$ cat src/logic/pio_params.svh
// Purpose: Constants for the processor I/O port interface.
// Assumes: Included by bare name from the package and the design modules.
// Notes:   Widths, reset values, address fill and the instruction cycle count only; no logic lives here.
//
// Overview of operation
// Input instruction drives port address from constant or register, captures input data.
// Each input instruction raises read_pulse for exactly one clock.
// User logic places matching input data on the input bus in time.
// User logic should register its input multiplexer: select, then present.
// read_pulse stays out of the input mux; combine with decode for acknowledges.
// User logic should place input ports at addresses 00 to 0F.
// Output instruction drives register data and address, qualified by one-cycle write_pulse.
// Buses may change anytime; write_pulse only on general output instructions.
// User logic captures output data when write_pulse and address decode match.
// Every instruction, including I/O, takes exactly two clocks.
// Sixteen constant ports use address bits 3:0 with constant_write_pulse.
// User logic ignores address bits 7:4 on constant port writes.
// User logic may form one-clock pulses from write_pulse and decode.
// Constant output drives immediate data and 4-bit port, changing no register.
// User logic may build hybrid ports at 00 to 0F using both pulses.
// constant_write_pulse lasts one clock, only on constant output instructions.
`ifndef PIO_PARAMS_SVH
`define PIO_PARAMS_SVH

`define PIO_DATA_W        8
`define PIO_ADDR_W        8
`define PIO_KADDR_W       4
`define PIO_REG_IDX_W     4
`define PIO_INSTR_CYCLES  2
`define PIO_RST_DATA      8'h00
`define PIO_RST_ADDR      8'h00
`define PIO_KADDR_HI_FILL 4'h0

`endif

$ cat src/logic/pio_pkg.sv
// Purpose: Types shared by the processor I/O port interface.
// Assumes: pio_params.svh supplies the widths.
// Notes:   Instruction requests and port buses travel as packed structs.
`include "pio_params.svh"

package pio_pkg;

  typedef enum logic [1:0] {
    PIO_OP_OTHER,
    PIO_OP_INPUT,
    PIO_OP_OUTPUT,
    PIO_OP_CONST_OUTPUT
  } pio_op_t;

  typedef struct packed {
    logic                        valid;
    pio_op_t                     op;
    logic                        addr_from_reg;
    logic [`PIO_ADDR_W-1:0]      imm_addr;
    logic [`PIO_ADDR_W-1:0]      reg_addr;
    logic [`PIO_DATA_W-1:0]      src_data;
    logic [`PIO_DATA_W-1:0]      const_data;
    logic [`PIO_REG_IDX_W-1:0]   dest_idx;
  } pio_instr_t;

  typedef struct packed {
    logic [`PIO_ADDR_W-1:0]      port_address_bus;
    logic [`PIO_DATA_W-1:0]      out_data;
  } pio_port_bus_t;

  typedef struct packed {
    logic                        en;
    logic [`PIO_REG_IDX_W-1:0]   idx;
    logic [`PIO_DATA_W-1:0]      data;
  } pio_reg_wr_t;

endpackage

$ cat src/logic/pio_phase.sv
// Purpose: Instruction slot divider: one-cycle enable every instruction period.
// Assumes: Single clock, synchronous active-high reset.
// Notes:   The enable is high in the first cycle after reset release.
`include "pio_params.svh"
`timescale 1ns/1ps
`default_nettype none

module pio_phase
  import pio_pkg::*;
#(
  parameter int CYCLES = `PIO_INSTR_CYCLES
)(
  input  wire logic clk_i,
  input  wire logic sys_rst_i,
  output logic      slot_en_o
);

  typedef struct packed {
    logic [7:0] cnt;
  } pio_phase_st_t;

  pio_phase_st_t st_r;
  pio_phase_st_t st_nxt;

  always_comb
  begin
    st_nxt = st_r;
    if (st_r.cnt == 8'(CYCLES - 1))
    begin
      st_nxt.cnt = 8'h00;
    end
    else
    begin
      st_nxt.cnt = st_r.cnt + 8'h01;
    end
  end

  always_ff @(posedge clk_i)
  begin
    if (sys_rst_i)
    begin
      st_r <= '0;
    end
    else
    begin
      st_r <= st_nxt;
    end
  end

  assign slot_en_o = (st_r.cnt == 8'h00);

endmodule

`default_nettype wire

$ cat src/logic/pio_port_unit.sv
// Purpose: I/O port side of the small 8-bit controller: address, data and strobes.
// Assumes: The core offers one instruction per slot; inputs synchronous to clk_i.
// Notes:   One instruction is taken every two clocks; input data lands one slot later.
`include "pio_params.svh"
`timescale 1ns/1ps
`default_nettype none

module pio_port_unit
  import pio_pkg::*;
#(
  parameter int INSTR_CYCLES = `PIO_INSTR_CYCLES
)(
  input  wire logic                    clk_i,
  input  wire logic                    sys_rst_i,
  input  wire pio_instr_t              instr_i,
  output logic                         instr_ready_o,
  input  wire logic [`PIO_DATA_W-1:0]  in_port_i,
  output pio_port_bus_t                port_o,
  output logic                         read_pulse_o,
  output logic                         write_pulse_o,
  output logic                         constant_write_pulse_o,
  output pio_reg_wr_t                  reg_wr_o
);

  // ---------------------------------------------------------------
  // State
  // ---------------------------------------------------------------
  typedef struct packed {
    pio_port_bus_t               bus;
    logic                        rd;
    logic                        wr;
    logic                        kwr;
    logic                        cap_pend;
    logic [`PIO_REG_IDX_W-1:0]   cap_idx;
    pio_reg_wr_t                 reg_wr;
  } pio_unit_st_t;

  pio_unit_st_t st_r;
  pio_unit_st_t st_nxt;
  logic         slot_en;

  function automatic logic [`PIO_ADDR_W-1:0] pick_addr(input pio_instr_t ins);
    pick_addr = ins.addr_from_reg ? ins.reg_addr : ins.imm_addr;
  endfunction

  // ---------------------------------------------------------------
  // Instruction slot timing
  // ---------------------------------------------------------------
  pio_phase #(
    .CYCLES (INSTR_CYCLES)
  ) u_phase (
    .clk_i     (clk_i),
    .sys_rst_i (sys_rst_i),
    .slot_en_o (slot_en)
  );

  assign instr_ready_o = slot_en;

  // ---------------------------------------------------------------
  // Next state
  // ---------------------------------------------------------------
  always_comb
  begin
    st_nxt        = st_r;
    st_nxt.rd     = 1'b0;
    st_nxt.wr     = 1'b0;
    st_nxt.kwr    = 1'b0;
    st_nxt.reg_wr.en = 1'b0;
    if (slot_en)
    begin
      // The input bus is sampled one full slot after the address went out,
      // which leaves the user a registered select stage.
      if (st_r.cap_pend)
      begin
        st_nxt.reg_wr.en   = 1'b1;
        st_nxt.reg_wr.idx  = st_r.cap_idx;
        st_nxt.reg_wr.data = in_port_i;
        st_nxt.cap_pend    = 1'b0;
      end
      if (instr_i.valid)
      begin
        case (instr_i.op)
          PIO_OP_INPUT:
          begin
            st_nxt.bus.port_address_bus = pick_addr(instr_i);
            st_nxt.rd       = 1'b1;
            st_nxt.cap_pend = 1'b1;
            st_nxt.cap_idx  = instr_i.dest_idx;
          end
          PIO_OP_OUTPUT:
          begin
            st_nxt.bus.port_address_bus = pick_addr(instr_i);
            st_nxt.bus.out_data         = instr_i.src_data;
            st_nxt.wr = 1'b1;
          end
          PIO_OP_CONST_OUTPUT:
          begin
            // Upper address bits carry no meaning here; they are held at a fixed fill.
            st_nxt.bus.port_address_bus = {`PIO_KADDR_HI_FILL,
                                           instr_i.imm_addr[`PIO_KADDR_W-1:0]};
            st_nxt.bus.out_data         = instr_i.const_data;
            st_nxt.kwr = 1'b1;
          end
          default:
          begin
            st_nxt.bus = st_r.bus;
          end
        endcase
      end
    end
  end

  // ---------------------------------------------------------------
  // Registers
  // ---------------------------------------------------------------
  always_ff @(posedge clk_i)
  begin
    if (sys_rst_i)
    begin
      st_r                      <= '0;
      st_r.bus.port_address_bus <= `PIO_RST_ADDR;
      st_r.bus.out_data         <= `PIO_RST_DATA;
    end
    else
    begin
      st_r <= st_nxt;
    end
  end

  assign port_o                 = st_r.bus;
  assign read_pulse_o           = st_r.rd;
  assign write_pulse_o          = st_r.wr;
  assign constant_write_pulse_o = st_r.kwr;
  assign reg_wr_o               = st_r.reg_wr;

endmodule

`default_nettype wire

$ cat config.mk
export PLATFORM = sky130hd
export DESIGN_NAME = pio_port_unit
export DESIGN_NICKNAME = d
export VERILOG_FILES = /design/src/logic/pio_pkg.sv /design/src/logic/pio_phase.sv /design/src/logic/pio_port_unit.sv
export VERILOG_INCLUDE_DIRS = /design/src /design/src/logic
export SDC_FILE = /design/constraint.sdc
export NUM_CORES = 1
export LEC_CHECK = 0
export BUFFER_PORTS_ARGS = -buffer_cell sky130_fd_sc_hd__buf_4
export CAP_MARGIN = 15
export CORE_MARGIN = 2
export CORE_UTILIZATION = 25
export CTS_CLUSTER_DIAMETER = 40
export DETAILED_ROUTE_END_ITERATION = 10
export PLACE_DENSITY_LB_ADDON = 0.08
export SYNTH_ARGS = -nofsm -noshare
export SYNTH_HDL_FRONTEND = slang
export SYNTH_SLANG_ARGS = --single-unit
$ cat constraint.sdc
create_clock -name clk_i -period 2.2 [get_ports clk_i]
set_input_delay 0.22 -clock clk_i [delete_from_list [all_inputs] [get_ports clk_i]]
set_output_delay 0.22 -clock clk_i [all_outputs]
set_load 0.03 [all_outputs]
# Yosys cells after proc, flatten, opt, wreduce, memory -nomap -nowiden

Index checks and enable logic that the tools add are counted.

Shifts and indexed selects: 0
$mul: 0
Bitwise logic cells: 2
Muxes and demuxes: 9
Reduce and logical (&&, ||, !) cells: 11
Divide/modulo/power cells: 0
Eq/ne operators: 4
Add/subtract/negate cells: 1
Magnitude comparators: 0

Operators with widths:

| operator                                             | count |
|---|---|
| one-hot mux 8 bit (2 select lines)                   | 2 |
| 2-to-1 mux 13 bit                                    | 1 |
| 2-to-1 mux 5 bit                                     | 2 |
| AND reduction 3 bit                                  | 3 |
| adder 8 x 1 -> 8 bit (second input constant)         | 1 |
| equality test 8 x 1 -> 1 bit (second input constant) | 1 |
| zero test 8 bit                                      | 1 |
| 2-to-1 mux 8 bit                                     | 1 |
| OR reduction 2 bit                                   | 3 |
| equality test 2 bit (second input constant)          | 2 |
| nonzero test 2 bit                                   | 2 |
| 2-to-1 mux 1 bit                                     | 3 |
| OR reduction 3 bit                                   | 1 |
| equality test 2 x 1 -> 1 bit (second input constant) | 1 |
| inverter 1 bit                                       | 2 |
| AND reduction 2 bit                                  | 1 |

Register bits after elaboration: 45
RAM bits: 0
Logic and storage cells: 38
Output and inout port bits: 33
Bits of input ports: 50
Memories kept: 0
Latch bits: 0
Memory bits (read-only): 0

# Longest topological paths before layout

Depth in word-level cells: 4
Gate-level depth with buffers: 6
Mapped depth without buffers: 5

# Cells and area by module

Synthesis repeated with hierarchy kept, for this count alone.

Cells, all modules: 225
Area total of the unflattened synthesis: 2,082.0 sq um

Modules (own cells, without submodules):

| module        | area each (sq um) | times used | sequential area each (sq um) | cells an instance |
|---|---|---|---|---|
| pio_port_unit | 1,710.4           | 1          | 740.7                        | 183 |
| pio_phase     | 371.6             | 1          | 160.2                        | 42 |

# Worst setup path after synthesis

Ideal clock, no wire load.

Kind: flip-flop to flip-flop
Start: reg u_phase.st_r[0] in the netlist's numbering
End: reg st_r[13] in the netlist's numbering
Library setup time: 0.072 ns
Arrival time: 1.610 ns
Path slack: 0.519 ns
Cell stages (with the launch flop): 7
Cells stage by stage: dfxtp_1 -> inv_1 -> ha_1 -> or3b_2 -> buf_2 -> nor3_4 -> mux2i_1

Word-level cells in the longest chain between the ends: 2

Ends and longest elaborated chain:

| item                                 | RTL line             | text |
|---|---|---|
| start: declaration                   | pio_phase.sv:22      | `pio_phase_st_t st_r;` |
| start signal: assignment             | pio_phase.sv:46      | `st_r <= st_nxt;` |
| zero test 8 bit                      | pio_phase.sv:50      | `assign slot_en_o = (st_r.cnt == 8'h00);` |
| AND reduction 3 bit (no source line) | --                   |  |
| end signal: assignment               | pio_port_unit.sv:126 | `st_r <= st_nxt;` |
| end: declaration                     | pio_port_unit.sv:38  | `pio_unit_st_t st_r;` |

No other way between the ends.
A chain may end at the register's enable or synchronous reset.

# Final worst setup path

Start: reg u_phase.st_r[0] in the netlist's numbering
End: out instr_ready_o

Word-level cells in the longest chain between the ends: 1

Ends and longest elaborated chain:

| item             | RTL line            | text |
|---|---|---|
| zero test 8 bit  | pio_phase.sv:50     |  |
| end: declaration | pio_port_unit.sv:16 | `output logic instr_ready_o,` |

No other way between the ends.

==> reports/summary.txt <==
CP Depth = 6
Final setup fails = 0
Yosys cell types = 38
Fillers = 954
Synthesized flop and latch total = 45
Worst Tran Pin Value = 621.6 ps
Initial antenna violation count = 0
Worst vdd ir = 0.3318 mV
Outcome = completed
CP Max Fanout = 9
Area leader, netlist = dfxtp_1
CP Buf/Inv Count = 3
Setup WS pre-CTS = 251.4 ps
Top delay family on crit path = simple AND/OR/NAND/NOR gates
Commonest cells after routing, fill and taps aside = buf_4, dfxtp_1, mux2i_1, nand2b_1, a21oi_1
Switch Pwr = 0.5960 mW
Worst skew pair latency = 300 ps
Final Hold Vio Count = 0
Multi-input gate area = 1092 µm²
CTS Buf Count = 5
CTS Sinks = 45
Slew Viols, Final = 0
Hold path cells = 2
Largest net degree at the start of global routing = 45
Max Cap Violations = 0
Slew HR = 58.47%
Commonest non-fill, non-tap cell in the layout = buf_4
CP Launch Type = flop
Post-Syn Area = 2292 µm²
CTS clock-pin slew for the worst setup and hold paths = 90 ps
Clock share of power = 31.5%
Root Driver = clkbuf_8
Post-CTS setup buffer count = 0
Site Rows = 34
Combinational power share = 24.9%
Routed WL per cell = 14.80 µm
Clock Path Buffers = 2
Fin crit share = 88.11%
First-pass GRT wire length = 9.522 mm
Int Pwr = 1.453 mW
Worst stage delay on the critical path = 380 ps
Worst path required time = 1980 ps
Total number of vias = 1899
Synth async-reset ratio = 0%
Total GRT Usage = 12.15%
Critical-path top delay cell = nor3b_4
Avg Cell Area, Syn = 9.551 µm²
Lkg Pwr = 1.242 nW
Setup tns final = 0 ps
Seq/Total Area, Yosys = 39.30%
Hold WS = 155.1 ps
Drt initial violations = 34
GP Congestion = 0.6740
Area share of the leading cell type in the synthesized netlist = 39.30%
Final global-route overflow total = 0
Detailed Place HPWL = 4.328 mm
Reg2Reg Depth = 3
Hold buffers post-CTS = 0
Crit path cell chain = inv_1, ha_1, nor3b_4, nand2_1, inv_1, buf_4
Util after Layout = 33.04%
Yosys warnings = 0
Core ar. = 8806 µm²
Post-route insts no fill = 398
Port Buffers = 82
Top area cells in the synthesized netlist = dfxtp_1, mux2i_1, buf_4, nand2b_1, a211oi_1
Setup CP Type = reg -> out
Mapped Cells = 240
Chip Width = 99.76 µm
Resized Gates After CTS = 0
Peak Freq = 0.5159 GHz
Boundary Pins = 83
Dominant synthesized flop cell = dfxtp_1
Critical Path Most Common Cell = inv_1
Diodes inserted = 0
Minimum clock period = 1938 ps
Switching Share = 29.09%
Initial DRT Pass Iterations = 4
Fraction of layout cells with a size suffix above 1 = 35.52%
CTS tree = done
Flop pwr share = 43.6%
DR DRC count = 0
Cell area power density = 704.2 nW/µm²
Initial core utilization = 26.03%
Number of synthesized flops with an enable pin = 0
CP arrival = 1720 ps
Final Power = 2.049 mW
Syn nets = 293
Setup crit end kind = primary output
Hold Crit Class = in -> reg
H-tree depth = 2
Post-DP Area = 2786 µm²
Die H = 99.76 µm
Design Area, Final = 2909 µm²
Register area = 900.9 µm²
Placed cell count = 390
Final worst setup slack = 261.7 ps
Vias in the first global route = 1854
Clk_skew = 8.325 ps
Detail Route Antenna Nets = 0
Vias/cell = 4.771
Nets = 342
Area grow syn2layout = 26.91%
Unrepaired setup endpoints after global routing = false
Final WL = 5.892 mm
Die Area = 9951 µm²
==> sequential cells by signal (all words and copies together), names as in the netlist <==
| name | flops |
|---|---|
| constant_write_pulse_o | 1 |
| port_o | 16 |
| read_pulse_o | 1 |
| reg_wr_o | 13 |
| st_r | 5 |
| u_phase.st_r | 8 |
| write_pulse_o | 1 |
==> Yosys cell counts (5+ instances only) <==
cell and instances:
nand4_1 9, o31ai_1 8, a41oi_1 8, nand3_1 5
nand2b_1 16, dfxtp_1 45, mux2i_1 24, nor2_1 6
nand2_1 9, a211oi_1 12, a21oi_1 13, buf_4 29
clkbuf_1 11
==> cells by family (layout without fill, tap and decap cells) <==
logic type	Yosys count	count (layout)	share of synthesized area [%]
AOI/OAI and AO/OA	52	52	15.67
xor gates and xnor gates	3	3	1.146
adders and majority gates	3	3	1.638
buffers and inverters	49	99	13.54
DFF	45	45	39.30
muxes	28	28	12.45
and+or+nand+nor	60	60	16.27
==> layer usage <==
| layer | up-vias | GRT usage (%) | share of wire, % |
|---|---|---|---|
| li1 | 942 | - | - |
| met1 | 893 | 16.27 | 47 |
| met2 | 59 | 19.49 | 46 |
| met3 | 5 | 3.162 | 6.3 |
| met4 | 0 | 3.161 | 0.90 |
| met5 | - | 0 | 0 |
==> worst reg2reg max path: cells and delay by family (launching register included) <==
kind	cells	cell delay, ps
compound gates	1	140
flops	1	400
simple gates	2	1260
==> cell type report <==
| class | instances | share of cell area [%] |
|---|---|---|
| multi-input combinational | 146 | 37.55 |
| sequential | 45 | 30.97 |
| timing repair buffer | 86 | 22.19 |
| tap | 108 | 4.645 |
| clock buffer | 7 | 2.968 |
| clock inverter | 1 | 1.032 |
| inverter | 5 | 0.6452 |
==> power by group through the flow <==
stage               clock (mW)  combinational, mW  sequential, mW
floorplan                    0              0.360           0.905
global placement             0              0.514           0.913
detailed placement           0              0.516           0.913
CTS                      0.673              0.517           0.894
global route             0.706              0.563           0.901
finish                   0.645              0.510           0.893
==> worst paths after layout <==
check                   from            end  slack [ps]
max reg2reg  u_phase.st_r[3]      port_o[5]         270
min              instr_i[37]  write_pulse_o         160
max          u_phase.st_r[0]  instr_ready_o         260
min reg2reg      reg_wr_o[9]    reg_wr_o[9]         480
Note: power is estimated with default switching activity, not from simulation.
